### src/include/dmhp_pkg.sv
package dmhp_pkg;

	// ==========================================
	// Interface modes, selected by the two straps {mode_strap_b, mode_strap_a}
	typedef enum logic [1:0] {
		DMHP_MODE_I80 = 2'b00,
		DMHP_MODE_M68 = 2'b01,
		DMHP_MODE_SPI3 = 2'b10,
		DMHP_MODE_SPI4 = 2'b11
	} dmhp_mode_t;

	// ==========================================
	// Widths and depths
	localparam int DMHP_BYTE_W = 8;
	localparam int DMHP_WORD_W = 9;
	localparam int DMHP_FIFO_DEPTH = 16;
	localparam int DMHP_BIT_CNT_W = 3;
	localparam logic [2:0] DMHP_LAST_BIT = 3'h7;

	// ==========================================
	// Pin positions on the byte lines in serial mode
	localparam int DMHP_SCLK_BIT = 0;
	localparam int DMHP_SERIAL_IN_LINE_BIT = 1;

	// ==========================================
	// Reset values
	localparam logic [7:0] DMHP_BYTE_RST = 8'h00;
	localparam logic [7:0] DMHP_STATUS_RST = 8'h00;
	localparam logic [2:0] DMHP_BIT_RST = 3'h0;

endpackage

### src/rtl/dmhp_fifo.sv
`timescale 1ns/1ps
module dmhp_fifo #(
	parameter int WIDTH = 9,
	parameter int DEPTH = 16
) (
	input wire logic core_clk_i,
	input wire logic rst_i,
	input wire logic in_valid_i,
	output logic in_ready_o,
	input wire logic [WIDTH-1:0] in_data_i,
	output logic out_valid_o,
	input wire logic out_ready_i,
	output logic [WIDTH-1:0] out_data_o
);
	localparam int AW = $clog2(DEPTH);

	logic [WIDTH-1:0] mem [DEPTH];
	logic [AW:0] wr_ptr;
	logic [AW:0] rd_ptr;
	logic push;
	logic pop;
	logic full;
	logic empty;

	assign full = (wr_ptr[AW] != rd_ptr[AW]) && (wr_ptr[AW-1:0] == rd_ptr[AW-1:0]);
	assign empty = (wr_ptr == rd_ptr);
	assign in_ready_o = !full;
	assign out_valid_o = !empty;
	assign out_data_o = mem[rd_ptr[AW-1:0]];
	assign push = in_valid_i && !full;
	assign pop = out_ready_i && !empty;

	always_ff @(posedge core_clk_i) begin
		if (push) begin
			mem[wr_ptr[AW-1:0]] <= in_data_i;
		end
	end

	always_ff @(posedge core_clk_i or posedge rst_i) begin
		if (rst_i) begin
			wr_ptr <= '0;
			rd_ptr <= '0;
		end else begin
			if (push) begin
				wr_ptr <= wr_ptr + 1'b1;
			end
			if (pop) begin
				rd_ptr <= rd_ptr + 1'b1;
			end
		end
	end
endmodule

### src/rtl/dmhp_host_port.sv
`timescale 1ns/1ps
module dmhp_host_port
	import dmhp_pkg::*;
#(
	parameter int FIFO_DEPTH = DMHP_FIFO_DEPTH
) (
	input wire logic core_clk_i,
	input wire logic rst_i,
	input wire logic [1:0] mode_strap_i,
	input wire logic [7:0] host_byte_lines_i,
	output logic [7:0] host_byte_lines_o,
	output logic host_byte_lines_oe_o,
	input wire logic fetch_strobe_i,
	input wire logic put_strobe_i,
	input wire logic chip_sel_n_i,
	input wire logic data_cmd_select_i,
	input wire logic host_reset_n_i,
	output logic init_busy_o,
	output logic word_valid_o,
	input wire logic word_ready_i,
	output logic [7:0] word_byte_o,
	output logic word_is_data_o,
	input wire logic [7:0] read_byte_i,
	input wire logic [7:0] status_byte_i,
	output logic read_req_o,
	output logic read_is_data_o,
	output logic fifo_full_o
);
	// ==========================================
	// Strap capture and pin decode
	dmhp_mode_t mode;
	logic strap_taken;
	logic fetch_q;
	logic put_q;
	logic sclk_q;
	logic sel;
	logic m68_en_fall;
	logic m68_en_rise;
	logic i80_rd_fall;
	logic i80_wr_fall;
	logic sclk_rise;
	logic serial_mode;
	logic [2:0] bit_cnt;
	logic [6:0] shift;
	logic wr_strobe;
	logic [7:0] wr_byte;
	logic wr_dc;
	logic rd_strobe;
	logic fifo_in_ready;
	logic fifo_out_valid;
	logic [8:0] fifo_out_data;
	logic pop;

	// Strap level taken once, at the first clock after reset release
	always_ff @(posedge core_clk_i or posedge rst_i) begin
		if (rst_i) begin
			mode <= DMHP_MODE_I80;
			strap_taken <= 1'b0;
		end else if (!strap_taken) begin
			mode <= dmhp_mode_t'(mode_strap_i);
			strap_taken <= 1'b1;
		end
	end

	always_ff @(posedge core_clk_i or posedge rst_i) begin
		if (rst_i) begin
			fetch_q <= 1'b0;
			put_q <= 1'b1;
			sclk_q <= 1'b0;
		end else begin
			fetch_q <= fetch_strobe_i;
			put_q <= put_strobe_i;
			sclk_q <= host_byte_lines_i[DMHP_SCLK_BIT];
		end
	end

	assign sel = !chip_sel_n_i && host_reset_n_i && strap_taken;
	assign serial_mode = (mode == DMHP_MODE_SPI3) || (mode == DMHP_MODE_SPI4);
	assign m68_en_rise = (mode == DMHP_MODE_M68) && sel && fetch_strobe_i && !fetch_q;
	assign m68_en_fall = (mode == DMHP_MODE_M68) && sel && !fetch_strobe_i && fetch_q;
	assign i80_rd_fall = (mode == DMHP_MODE_I80) && sel && !fetch_strobe_i && fetch_q;
	assign i80_wr_fall = (mode == DMHP_MODE_I80) && sel && !put_strobe_i && put_q;
	assign sclk_rise = serial_mode && sel && host_byte_lines_i[DMHP_SCLK_BIT] && !sclk_q;

	// ==========================================
	// Serial shifter, MSB first
	always_ff @(posedge core_clk_i or posedge rst_i) begin
		if (rst_i) begin
			bit_cnt <= DMHP_BIT_RST;
			shift <= '0;
		end else if (!sel) begin
			bit_cnt <= DMHP_BIT_RST;
		end else if (sclk_rise) begin
			shift <= {shift[5:0], host_byte_lines_i[DMHP_SERIAL_IN_LINE_BIT]};
			bit_cnt <= bit_cnt + 3'h1;
		end
	end

	// ==========================================
	// Write path: one strobe per accepted byte
	always_comb begin
		wr_strobe = 1'b0;
		wr_byte = host_byte_lines_i;
		wr_dc = data_cmd_select_i;
		unique case (mode)
			DMHP_MODE_M68: begin
				wr_strobe = m68_en_fall && !put_strobe_i;
			end
			DMHP_MODE_I80: begin
				wr_strobe = i80_wr_fall;
			end
			DMHP_MODE_SPI3, DMHP_MODE_SPI4: begin
				wr_strobe = sclk_rise && (bit_cnt == DMHP_LAST_BIT);
				wr_byte = {shift, host_byte_lines_i[DMHP_SERIAL_IN_LINE_BIT]};
				// Three-wire has no select pin; bytes go to the command path
				wr_dc = (mode == DMHP_MODE_SPI4) && data_cmd_select_i;
			end
		endcase
	end

	dmhp_fifo #(
		.WIDTH(DMHP_WORD_W),
		.DEPTH(FIFO_DEPTH)
	) u_fifo (
		.core_clk_i(core_clk_i),
		.rst_i(rst_i),
		.in_valid_i(wr_strobe),
		.in_ready_o(fifo_in_ready),
		.in_data_i({wr_dc, wr_byte}),
		.out_valid_o(fifo_out_valid),
		.out_ready_i(pop),
		.out_data_o(fifo_out_data)
	);

	// Output stage register; FIFO drains only when it is free
	assign pop = fifo_out_valid && (!word_valid_o || word_ready_i) && host_reset_n_i;

	always_ff @(posedge core_clk_i or posedge rst_i) begin
		if (rst_i) begin
			word_valid_o <= 1'b0;
			word_byte_o <= DMHP_BYTE_RST;
			word_is_data_o <= 1'b0;
			fifo_full_o <= 1'b0;
			init_busy_o <= 1'b1;
		end else begin
			fifo_full_o <= !fifo_in_ready;
			init_busy_o <= !host_reset_n_i;
			if (!host_reset_n_i) begin
				word_valid_o <= 1'b0;
			end else if (pop) begin
				word_valid_o <= 1'b1;
				word_byte_o <= fifo_out_data[7:0];
				word_is_data_o <= fifo_out_data[8];
			end else if (word_ready_i) begin
				word_valid_o <= 1'b0;
			end
		end
	end

	// ==========================================
	// Read path: host owns the lines except during a selected read
	assign rd_strobe = (m68_en_rise && put_strobe_i) || i80_rd_fall;

	always_ff @(posedge core_clk_i or posedge rst_i) begin
		if (rst_i) begin
			read_req_o <= 1'b0;
			read_is_data_o <= 1'b0;
			host_byte_lines_o <= DMHP_BYTE_RST;
			host_byte_lines_oe_o <= 1'b0;
		end else begin
			read_req_o <= rd_strobe && data_cmd_select_i;
			read_is_data_o <= data_cmd_select_i;
			if (rd_strobe) begin
				// Display data comes from the pipelined latch, hence the dummy read
				host_byte_lines_o <= data_cmd_select_i ? read_byte_i : status_byte_i;
				host_byte_lines_oe_o <= 1'b1;
			end else if (!sel || serial_mode
				|| (mode == DMHP_MODE_M68 && !fetch_strobe_i)
				|| (mode == DMHP_MODE_I80 && fetch_strobe_i)) begin
				host_byte_lines_oe_o <= 1'b0;
			end
		end
	end
endmodule
### config.mk
export PLATFORM = sky130hd
export DESIGN_NAME = dmhp_host_port
export DESIGN_NICKNAME = d
export VERILOG_FILES = /design/src/include/dmhp_pkg.sv /design/src/rtl/dmhp_fifo.sv /design/src/rtl/dmhp_host_port.sv
export SDC_FILE = /design/constraint.sdc
export NUM_CORES = 1
export LEC_CHECK = 0
export ABC_CLOCK_PERIOD_IN_PS = 4900
export BUFFER_PORTS_ARGS = -buffer_cell sky130_fd_sc_hd__clkbuf_2
export CAP_MARGIN = 20
export CORE_MARGIN = 4
export CORE_UTILIZATION = 40
export CTS_CLUSTER_SIZE = 10
export DETAILED_ROUTE_END_ITERATION = 16
export PLACE_DENSITY = 0.61
export SYNTH_ARGS = -nofsm -noshare
export SYNTH_HDL_FRONTEND = slang
export SYNTH_SLANG_ARGS = --single-unit
### constraint.sdc
create_clock -name core_clk_i -period 4.9 [get_ports core_clk_i]
set_input_delay 1.47 -clock core_clk_i [delete_from_list [all_inputs] [get_ports core_clk_i]]
set_output_delay 1.47 -clock core_clk_i [all_outputs]
set_load 0.02 [all_outputs]
# Yosys cells after proc, flatten, opt, wreduce, memory -nomap -nowiden
# Memories as Yosys holds them, arrays and structs flattened. A register that Yosys moved wholly into a read port is not among the register bits.
# Index checks and enable logic that the tools add are counted.
[totals]
register_bits = 40
mem_bits_rw = 144
out_inout_bits = 23
wordCells = 90
memories = 1
[memory_table]
columns = ["memory", "depth", "word_bits", "read_ports", "rd_ports_with_merged_regs", "write_ports", "line_no", "text"]
rows = [
  ["u_fifo.mem", 16, 9, 1, 1, 1, "dmhp_fifo.sv:17", "logic [WIDTH-1:0] mem [DEPTH];"],
]
[op_classes]
add_sub_neg = 3
eq_ne = 9
muxes = 13
reduce_logical = 48
[ops]
columns = ["operator", "n"]
rows = [
  ["$logic_and 1x1->1", 27],
  ["$mux 8", 2],
  ["$add 5x1->5 const B", 2],
  ["$logic_not 1->1", 10],
  ["$mux 1", 8],
  ["$logic_or 1x1->1", 6],
  ["$mux 3", 2],
  ["$eq 5x5->1", 1],
  ["$eq 2x2->1 const B", 2],
  ["$eq 4x4->1", 1],
  ["$reduce_and 2->1", 2],
  ["$add 3x1->3 const B", 1],
  ["$eq 3x3->1 const B", 1],
  ["$ne 3x1->1 const B", 1],
  ["$pmux 1 s3", 1],
  ["$eq 2x1->1 const B", 1],
  ["$logic_not 2->1", 1],
  ["$ne 2x1->1 const B", 1],
  ["$reduce_bool 2->1", 1],
  ["$reduce_or 2->1", 1],
  ["$ne 1x1->1", 1],
]

# Longest topological paths before layout
# Gate-level depths: netlist of run 1.
[logic_depth]
word_depth = 11
mapped_depth = 8

# Hierarchy
# Synthesis of run 1 repeated with hierarchy kept, for this count alone.
[hier_totals]
cells_unflattened = 427
area_unflattened_um2 = 7840.0
[by_module_without_submodules]
columns = ["module", "n_inst", "cells_each", "area_each_um2", "seq_area_each_um2"]
rows = [
  ["dmhp_fifo", 1, 309, 6137.1, 4574.4],
  ["dmhp_host_port", 1, 118, 1702.9, 978.4],
]

# Least setup slack after synthesis of run 1
# Ideal clock, no wire load.
[synth_timing]
kind = "input-to-reg"
start = "input fetch_strobe_i"
end = "memory u_fifo.mem[3][0] (enable)"
setup_ns = 0.387
arrival_time_ns = 2.923
t_required_ns = 4.513
setup_slack_ns = 1.590
path_stages = 5
path_buffers = 0
path_cell_list = "nand3b_1 > a211o_1 > a2bb2oi_2 > nand3_1 > nor3_1"
[synth_between]
elab_chain_cells = 8
[synth_rtl]
columns = ["element", "line_no", "text"]
rows = [
  ["from (decl)", "dmhp_host_port.sv:13", "input wire logic fetch_strobe_i,"],
  ["$logic_not 1->1", "dmhp_host_port.sv:80", "assign m68_en_fall = (mode == DMHP_MODE_M68) && sel && !fetch_strobe_i && fetch_q;"],
  ["$logic_and 1x1->1 (2 in a row)", "dmhp_host_port.sv:80", ""],
  ["$logic_and 1x1->1", "dmhp_host_port.sv:107", "wr_strobe = m68_en_fall && !put_strobe_i;"],
  ["$pmux 1 s3", "dmhp_host_port.sv:105", "unique case (mode)"],
  ["$logic_and 1x1->1", "dmhp_fifo.sv:30", "assign push = in_valid_i && !full;"],
  ["$mux 1", "dmhp_fifo.sv:34", "if (push) begin"],
  ["$mux 1 (implied by the code)", "dmhp_fifo.sv:35", "mem[wr_ptr[AW-1:0]] <= in_data_i;"],
  ["to (decl)", "dmhp_fifo.sv:17", ""],
]
# Every way passes these cells.

# Worst setup path in the final report of run 1
[layout_timing]
start = "input fetch_strobe_i"
end = "memory u_fifo.mem[12][2] (enable)"
# The elaborated chain is that of the path after synthesis.

==> results.tsv, run 1 <==
metric	value	unit
status	finished, final reports clean	
Worst R2R Setup Slack	2.06	ns
Yosys top cell area share	54.3	%
Vias/cell	5.21	
total of max-cap violations	0	
Die Wd	149	um
hold_buf cts	0	
Worst Hold End	host_byte_lines_o[1]	
Ys Warns	0	
Fin. Hold Viols	0	
drt pass-1 iters	5	
placement row count	51	
syn_nets	500	
Reg clk slew, reported paths	0.06	ns
Die ar.	0.0222	sq mm
Final Max Slew Viols	0	
First DRT Iteration DRCs	327	
Max FO, Critical Path	14	
Final min period	3.25	ns
library cells used by synthesis	40	
number of enable flip-flop cells after synthesis	144	
clock latency on the worst-skew pair	0.43	ns
pwr dens	499	mW/mm^2
DR DRC count	0	
number of cells produced by synthesis	459	
core area	0.0195	sq mm
Cell Count, Final, Fillers Out	794	
Syn Area/Cell	17.3	sq um
min-delay worst type	register to register	
Post-Place Setup Slack	1.24	ns
PostCTS Resize Cnt	0	
Area growth syn-to-layout	14.2	%
Peak supply drop	0.292	mV
Critical Path RT	4.97	ns
Power Total	4.53	mW
Final Instance Area	0.00909	sq mm
worst relative slew slack	50.6	%
ys async rst share	25.4	%
worst slew pin tran	0.722	ns
#FFs+latches synth	193	
largest area contributor in the netlist	edfxtp_1	
Sink Count	193	
final worst setup slack	1.65	ns
most common cell after layout, fill and taps aside	edfxtp_1	
vias in the first global route	4280	
worst reg2reg path endpoint	u_fifo.mem[12][2]	
Mapped Area	0.00796	sq mm
total gr overflow	0	
final setup violation count	0	
via count	4138	
sequential area share after synthesis	69.8	%
CTS Buffer Depth	2	
worst hold path startpoint	host_byte_lines_o[1]	
worst r2r src	u_fifo.rd_ptr[3]	
Hold WS	0.499	ns
Post-CTS Setup Bufs	0	
Total GRT Usage	15.6	%
Leak	3.41	nW
Clock Tree Root	clkbuf_16	
CP Capture Type	register	
placed cell areas	0.00846	sq mm
final core utilization	46.6	%
Routed WL per cell	20.7	um
Area contributors post-synth	edfxtp_1, dfrtp_1, mux4_1, mux2_2, mux2i_1	
Post-DRT Antenna Nets	0	
CTS tree	built	
Inserted Clock Buffers	17	
IO Pins	57	
Hold Crit Depth	2	
RSZ-0062 raised after global routing	no	
largest net degree at the start of global routing	58	
commonest register cell after synthesis	edfxtp_1	
# diodes	0	
cell count after placement	760	
final clock skew	0.00828	ns
Die Span Y	149	um
critical path class	input port to register	
Tcrit/Tclk final	66.4	%
Placer Congestion	0.837	
Port Buf Inserts	56	
Initial Util	40.8	%
fmax	307	MHz
worst reg-to-reg path cell count	5	
nets@finish	557	
layout cells sized above 1	24.4	%
arrival time at the worst endpoint	3.33	ns
leading cell types in the layout, fill and taps excluded	edfxtp_1, clkbuf_2, dfrtp_1, mux2_2, mux4_1	
initial antenna violation count	0	
number of H-tree levels	4	
Critical Path Start Type	input port	
hpwl dp	10.9	mm
first-pass GRT wire length	25.4	mm
Setup TNS Final	0	ns
Total Wirelength	16.4	mm
==> flip-flops by register name, summed over array words and instances (netlist names), 2 cells and up <==
name and cells:
u_fifo.rd_ptr 5, word_byte_o 8, u_fifo.mem 144, u_fifo.wr_ptr 5, mode 2, shift 7
bit_cnt 3, host_byte_lines_o 8
==> how the worst max path moves through the flow <==
stage / startpoint / endpoint / slack [ns] / cells after the start
after floorplan: fetch_strobe_i / u_fifo.mem[3][0] / 1.59 / 5
after global placement: fetch_strobe_i / u_fifo.mem[12][5] / 1.24 / 6
after detailed placement: fetch_strobe_i / u_fifo.mem[12][4] / 1.24 / 6
after CTS: fetch_strobe_i / u_fifo.mem[12][4] / 1.67 / 6
after global routing: fetch_strobe_i / u_fifo.mem[12][4] / 1.52 / 6
final: fetch_strobe_i / u_fifo.mem[12][2] / 1.65 / 6
==> worst max-delay path, stage by stage <==
cell and delay, ns:
clkbuf_2 0.12, nand3b_1 0.16, a211o_1 0.28, a2bb2oi_2 0.23, and2_1 0.51, and3_1 0.54
==> layer usage <==
| layer | vias to the layer above | GRT usage [%] | wire [um] |
|---|---|---|---|
| met1 | 2078 | 22.7 | 7570 |
| met5 | - | 0 | 0 |
| li1 | 1901 | - | - |
| met3 | 16 | 3.68 | 1020 |
| met2 | 143 | 23.7 | 7620 |
| met4 | 0 | 4.67 | 202 |
==> Yosys cell counts (all sizes together), types with 4 or more instances <==
cell	number
edfxtp	144
dfrtp	47
mux2	27
mux4	27
nor2b	22
a21oi	20
mux2i	19
nor2	18
buf	15
and3	13
xnor2	13
nand2	12
clkbuf	10
a2111oi	9
a211oi	9
o21ai	9
inv	8
ha	7
nand3	4
nand4	4
==> cell type report <==
type	count	area (sq um)
clock buffer	20	457
clock inverter	12	133
fill	1688	10400
inverter	8	30.0
multi-input combinational	233	2220
sequential	193	5550
tap	265	332
timing repair buffer	63	360
==> kinds of logic (layout without fill, tap and decap cells) <==
| logic type | after synthesis | in the layout | share of synthesized area, % |
|---|---|---|---|
| DFF | 193 | 193 | 69.8 |
| and+or+nand+nor | 85 | 85 | 5.83 |
| muxes | 73 | 73 | 15.0 |
| AOI/OAI and AO/OA | 52 | 52 | 4.25 |
| buffers and inverters | 33 | 103 | 2.31 |
| xor gates and xnor gates | 15 | 15 | 1.65 |
| adders and majority gates | 7 | 7 | 1.10 |
| other | 1 | 1 | 0.0471 |
==> power breakdown <==
part	total (mW)	internal [mW]	switching [mW]
Sequential	1.99	1.88	0.108
Clock	1.36	0.781	0.579
Combinational	1.19	0.508	0.678
Power figures use the tool's default switching activity.
==> run 2, diff against run 1 <==
--- a/config.mk
+++ b/config.mk
@@ -5,14 +5,14 @@
 export SDC_FILE = /design/constraint.sdc
 export NUM_CORES = 1
 export LEC_CHECK = 0
-export ABC_CLOCK_PERIOD_IN_PS = 4900
+export ABC_CLOCK_PERIOD_IN_PS = 2800
 export BUFFER_PORTS_ARGS = -buffer_cell sky130_fd_sc_hd__clkbuf_2
 export CAP_MARGIN = 20
 export CORE_MARGIN = 4
 export CORE_UTILIZATION = 40
 export CTS_CLUSTER_SIZE = 10
 export DETAILED_ROUTE_END_ITERATION = 16
-export PLACE_DENSITY = 0.61
+export PLACE_DENSITY = 0.63
 export SYNTH_ARGS = -nofsm -noshare
 export SYNTH_HDL_FRONTEND = slang
 export SYNTH_SLANG_ARGS = --single-unit
==> constraint.sdc (replaced) <==
create_clock -name core_clk_i -period 2.8 [get_ports core_clk_i]
set_input_delay 0.84 -clock core_clk_i [delete_from_list [all_inputs] [get_ports core_clk_i]]
set_output_delay 0.84 -clock core_clk_i [all_outputs]
set_load 0.02 [all_outputs]
==> run 2 against run 1 <==
  * Sequential power grew 74%
  * Routed wire length is 3.9% lower
  * Critical path depth down 1
  * Utilization rose by 1.0 points
  * Worst setup slack got worse by 1.0 ns
  * Via count fell by 0.56%
  * Critical path type is now register to register
  * Largest cell class unchanged
  * Largest power group unchanged
==> results.tsv, run 2 (synthesis results as in run 1) <==
metric	value	unit	change
first-pass GRT wire length	24.8	mm	-2.7%
Final Instance Area	0.00929	sq mm	+2.2%
final clock skew	0.0140	ns	+0.00569 ns
IO Pins	57		unchanged
worst path cell trace	buf_12 -> mux4_1 -> mux2_2 -> a21oi_1 -> a21oi_1		
drt pass-1 iters	4		-1
arrival time at the worst endpoint	2.49	ns	-0.84 ns
total gr overflow	0		unchanged
Peak supply drop	0.601	mV	+110%
hold_buf cts	0		unchanged
First DRT Iteration DRCs	347		+6.1%
Post-DRT Antenna Nets	0		unchanged
Total Wirelength	15.8	mm	-3.9%
final setup violation count	0		unchanged
Setup TNS Final	0	ns	unchanged
DR DRC count	0		unchanged
Final Max Slew Viols	0		unchanged
Sink Count	193		unchanged
most common cell after layout, fill and taps aside	edfxtp_1		
min-delay worst type	input port to asynchronous set/reset pin		
Placer Congestion	0.808		-3.5%
Port Buf Inserts	56		unchanged
CP Capture Type	register		
worst slew pin tran	0.664	ns	-0.0585 ns
RSZ-0062 raised after global routing	no		
hpwl dp	10.6	mm	-2.3%
# diodes	0		unchanged
Leak	3.52	nW	+3.3%
nets@finish	577		+3.6%
Die Span Y	149	um	unchanged
Fin. Hold Viols	0		unchanged
fmax	460	MHz	
status	finished, final reports clean		
critical path class	register to register		
leading cell types in the layout, fill and taps excluded	edfxtp_1, clkbuf_2, dfrtp_1, mux2_2, mux4_1		
Initial Util	40.8	%	unchanged
Post-CTS Setup Bufs	0		unchanged
placed cell areas	0.00872	sq mm	+3.1%
Routed WL per cell	19.4	um	-6.3%
pwr dens	852	mW/mm^2	+71%
slowest cell delay on critical path	0.58	ns	+0.04 ns
Critical Path RT	3.12	ns	-1.85 ns
CTS tree	built		
CP dominant cell by count	a21oi_1		
Final min period	2.17	ns	
via count	4115		-0.56%
register share of total power	43.7	%	about the same
Total GRT Usage	15.2	%	-0.44 points
CP max-delay cell	dfrtp_1		
proportion of power drawn by the clock network	29.4	%	-0.6 points
internal power	5.55	mW	+75%
vias in the first global route	4363		+1.9%
PostCTS Resize Cnt	0		unchanged
Die ar.	0.0222	sq mm	unchanged
Critical Path Start Type	register		
placement row count	51		unchanged
worst relative slew slack	54.6	%	+4.0 points
Combinational Power Share	26.8	%	+0.6 points
number of H-tree levels	4		unchanged
final core utilization	47.6	%	+1.0 points
clock latency on the worst-skew pair	0.44	ns	about the same
Area growth syn-to-layout	16.7	%	
Clock Tree Root	clkbuf_16		
total of max-cap violations	0		unchanged
Reg clk slew, reported paths	0.07	ns	about the same
core area	0.0195	sq mm	unchanged
Sw Ratio	29.9	%	-0.26 points
NetSw	2.36	mW	+73%
max FFs per register	144		unchanged
initial antenna violation count	0		unchanged
Vias/cell	5.06		-3.0%
Tcrit/Tclk final	77.7	%	
Max FO, Critical Path	19		+5
Inserted Clock Buffers	17		unchanged
largest net degree at the start of global routing	58		unchanged
CTS Buffer Depth	2		unchanged
Die Wd	149	um	unchanged
layout cells sized above 1	27.1	%	+2.8 points
run 2: worst paths after layout:
| path | cells after the start | slack [ns] | endpoint | startpoint |
|---|---|---|---|---|
| worst max-delay path | 5 | 0.63 | word_byte_o[7] | u_fifo.rd_ptr[1] |
| min in group core_clk_i | 2 | 0.49 | host_byte_lines_o[2] | host_byte_lines_o[2] |
| worst min-delay path | 3 | 0.41 | host_byte_lines_o[6] | rst_i |
| worst min register to register | 2 | 0.49 | host_byte_lines_o[2] | host_byte_lines_o[2] |
| worst max register to register | 5 | 0.63 | word_byte_o[7] | u_fifo.rd_ptr[1] |
| max in group asynchronous | 3 | 2.08 | put_q | rst_i |
run 2: per-layer routing:
metal  wire length (um)  track usage, %  vias to the layer above
met4                172            5.22                        0
met3               1150            3.86                       13
met2               7320            23.9                      131
met5                  0               0                        -
met1               7120            20.8                     2025
li1                   -               -                     1946
run 2: worst max-delay path, delay by kind of cell (launching register included):
kind            cells  cell delay (ns)
buf+inv             1             0.23
compound gates      2             0.37
flops               1             0.58
mux                 2             0.86
run 2: final cells by class:
type / count / area (sq um)
Clock inverter: 13 / 134
Timing Repair Buffer: 83 / 583
Fill cell: 1693 / 10200
Clock buffer: 19 / 433
Sequential cell: 193 / 5550
Inverter: 8 / 30.0
Tap cell: 265 / 332
Multi-Input combinational cell: 233 / 2220
run 2: power by group through the flow:
stage	registers (mW)	logic (mW)	clock network [mW]
6_report	3.46	2.12	2.33
5_1_grt	3.49	2.32	2.52
4_1_cts	3.47	2.15	2.38
3_5_place_dp	3.52	2.14	0
3_3_place_gp	3.52	2.13	0
2_1_floorplan	3.56	1.48	0
run 2: through the flow:
stage	cells	worst slack (ns)	power, mW	hold WS (ns)
finish	814	0.626	7.91	0.410
floorplan	459	0.120	5.05	0.466
global placement	782	0.233	5.64	0.468
global route	814	0.496	8.33	0.452
CTS	814	0.613	7.99	0.432
detailed placement	782	0.170	5.66	0.479
==> run 3, diff against run 2 <==
--- a/config.mk
+++ b/config.mk
@@ -5,7 +5,8 @@
 export SDC_FILE = /design/constraint.sdc
 export NUM_CORES = 1
 export LEC_CHECK = 0
-export ABC_CLOCK_PERIOD_IN_PS = 2800
+export ABC_AREA = 1
+export ABC_CLOCK_PERIOD_IN_PS = 1800
 export BUFFER_PORTS_ARGS = -buffer_cell sky130_fd_sc_hd__clkbuf_2
 export CAP_MARGIN = 20
 export CORE_MARGIN = 4
==> constraint.sdc (replaced) <==
create_clock -name core_clk_i -period 1.8 [get_ports core_clk_i]
set_input_delay 0.54 -clock core_clk_i [delete_from_list [all_inputs] [get_ports core_clk_i]]
set_output_delay 0.54 -clock core_clk_i [all_outputs]
set_load 0.02 [all_outputs]
==> run 3 against run 2 <==
  * Clock skew fell by 0.0021 ns
  * Area after synthesis rose by 9.7%
  * Power rose by 71%
  * Synthesized cell count rose by 99%
  * Worst hold slack got worse by 0.32 ns
==> results.tsv, run 3 <==
metric	value	unit	change
status	finished, final reports clean		
gr busiest metal	met2		
vias in the first global route	5978		+37%
Routed WL per cell	15.2	um	-21%
commonest register cell after synthesis	edfxtp_1		
Tcrit/Tclk final	98.1	%	+20 points
met3 Track Usage GR	3.27	%	-0.59 points
Die ar.	0.0243	sq mm	+9.2%
Area growth syn-to-layout	24.8	%	
Worst R2R Setup Slack	0.03	ns	-0.59 ns
# diodes	0		unchanged
Syn Area/Cell	9.54	sq um	-45%
min-delay worst type	input port to asynchronous set/reset pin		
First DRT Iteration DRCs	378		+8.9%
IO Pins	57		unchanged
Mapped Area	0.00873	sq mm	+9.7%
Max FO, Critical Path	7		-12
arrival time at the worst endpoint	1.92	ns	-0.57 ns
final core utilization	51.3	%	+3.7 points
Multi-input gate area	0.00259	sq mm	+16%
worst r2r src	mode[1]		
layout cells sized above 1	21.8	%	-5.3 points
Initial Util	41.1	%	+0.38 points
GRT met1 Usage	23.3	%	+2.5 points
Post-DRT Antenna Nets	0		unchanged
Total Wirelength	20.3	mm	+29%
leading cell types in the layout, fill and taps excluded	nand2_1, inv_1, edfxtp_1, nand3_1, buf_4		
routing usage on met2	27.4	%	+3.6 points
total of max-cap violations	0		unchanged
worst reg-to-reg path cell count	9		+4
Reg clk slew, reported paths	0.08	ns	about the same
total gr overflow	0		unchanged
Area contributors post-synth	edfxtp_1, dfrtp_1, nand2_1, inv_1, nand3_1		
Peak supply drop	0.929	mV	+55%
cell count after placement	1291		+65%
ys async rst share	25.4	%	unchanged
CP Capture Type	register		
RSZ-0062 raised after global routing	yes		
Cell Count, Final, Fillers Out	1333		+64%
worst relative slew slack	66.5	%	+12 points
first-pass GRT wire length	31.5	mm	+27%
pwr dens	1250	mW/mm^2	+46%
count leader, synth	nand2_1		
hold_buf cts	0		unchanged
largest net degree at the start of global routing	39		-33%
Final min period	1.77	ns	-0.408 ns
FF+latch area	0.00556	sq mm	about the same
number of cells produced by synthesis	915		+99%
Vias/cell	4.70		-7.1%
library cells used by synthesis	34		-15%
Die Wd	156	um	+4.5%
hpwl dp	13.8	mm	+30%
Total GRT Usage	17.0	%	+1.8 points
sequential area share after synthesis	63.6	%	-6.2 points
drt pass-1 iters	4		unchanged
worst slew pin tran	0.502	ns	-0.162 ns
placement row count	53		+3.9%
final clock skew	0.0119	ns	-0.00212 ns
CP max-delay cell	dfrtp_2		
Port Buf Inserts	56		unchanged
CTS Buffer Depth	2		unchanged
Setup TNS Final	0	ns	unchanged
Power Total	13.6	mW	+71%
slowest cell delay on critical path	0.45	ns	-0.13 ns
Final Max Slew Viols	0		unchanged
filler instances	1984		+17%
number of enable flip-flop cells after synthesis	144		unchanged
Clock Tree Root	clkbuf_16		
Leak	5.11	nW	+45%
clock latency on the worst-skew pair	0.44	ns	about the same
largest area contributor in the netlist	edfxtp_1		
Critical Path Start Type	register		
Fin. Hold Viols	0		unchanged
initial antenna violation count	0		unchanged
number of H-tree levels	4		unchanged
Yosys top cell area share	49.5	%	-4.8 points
commonest cells in the netlist	nand2_1, inv_1, edfxtp_1		
Sink Count	193		unchanged
syn_nets	956		+91%
DR DRC count	0		unchanged
CTS tree	built		
worst path cell trace	inv_2 -> nand2_4 -> nor2_4 -> nand2_2 -> nand3_4 -> nand2_8 -> buf_12 -> nor3_4 -> buf_6		
max FFs per register	144		unchanged
final setup violation count	0		unchanged
most common cell after layout, fill and taps aside	nand2_1		
Die Span Y	156	um	+4.5%
Hold WS	0.0930	ns	-0.317 ns
Ys Warns	0		unchanged
core area	0.0212	sq mm	+8.7%
Inserted Clock Buffers	17		unchanged
#FFs+latches synth	193		unchanged
nets@finish	1086		+88%
fmax	566	MHz	+23%
worst reg2reg path endpoint	u_fifo.mem[0][5]		
critical path class	register to register		
Critical Path RT	1.95	ns	-1.17 ns
Placer Congestion	0.850		+5.2%
via count	6262		+52%
run 3: cells by family after synthesis:
| family | Yosys count | share of synthesized area [%] |
|---|---|---|
| flip-flops | 193 | 63.6 |
| buffers and inverters | 204 | 9.36 |
| adder cells (fa/ha/maj) | 7 | 1.00 |
| AO/OA/AOI/OAI | 42 | 2.77 |
| XOR/XNOR | 8 | 0.803 |
| AND/OR/NAND/NOR | 460 | 22.4 |
| other | 1 | 0.0430 |
run 3: power by group:
group	internal (mW)	leakage (nW)	total (mW)	switching (mW)
Clock	1.81	0.269	3.53	1.72
Sequential	5.20	1.90	5.39	0.196
Combinational	1.51	2.94	4.63	3.12
Total	8.52	5.11	13.6	5.04
run 3: metrics by stage:
step	setup WS, ns	area [sq um]
floorplan	-0.131	8890
global placement	-0.292	10100
detailed placement	-0.298	10100
CTS	-0.00609	10700
global route	-0.0481	10900
finish	0.0337	10900
run 3: worst max path at each step:
stage	slack, ns	to	from
6_report	0.03	u_fifo.mem[0][5]	mode[1]
5_1_grt	-0.05	u_fifo.mem[1][6]	mode[1]
4_1_cts	-0.006	u_fifo.mem[0][5]	strap_taken
3_5_place_dp	-0.30	u_fifo.mem[0][3]	chip_sel_n_i
3_3_place_gp	-0.29	u_fifo.mem[0][4]	chip_sel_n_i
2_1_floorplan	-0.13	u_fifo.mem[12][0]	chip_sel_n_i
run 3: metal layers:
layer	wire length, um	up-vias
li1	-	3159
met1	9070	2928
met2	9880	152
met3	963	23
met4	368	0
met5	0	-
run 3: critical path: cells and delay by family, from the launching register on:
kind,cells,cell delay [ns]
AND/OR/NAND/NOR,6,0.61
buffers and inverters,3,0.40
flip-flops,1,0.45
run 3: what timing repair did:
item                                    4_1_cts  5_1_grt
buffers inserted                              0        9
cloned                                        0        1
endpoints found under the setup margin       72      135
gates resized for setup                       5       30
pin swaps                                     2        4
hold endpoints to repair                      0        0
run 3: final cells by class:
cell class,count,area share (%)
clock buffers,17,3.91
clock inverters,15,1.19
inverters,169,5.94
multi-input cells,518,23.8
flip-flops and latches,193,51.0
well taps,275,3.16
repair buffers,146,11.0
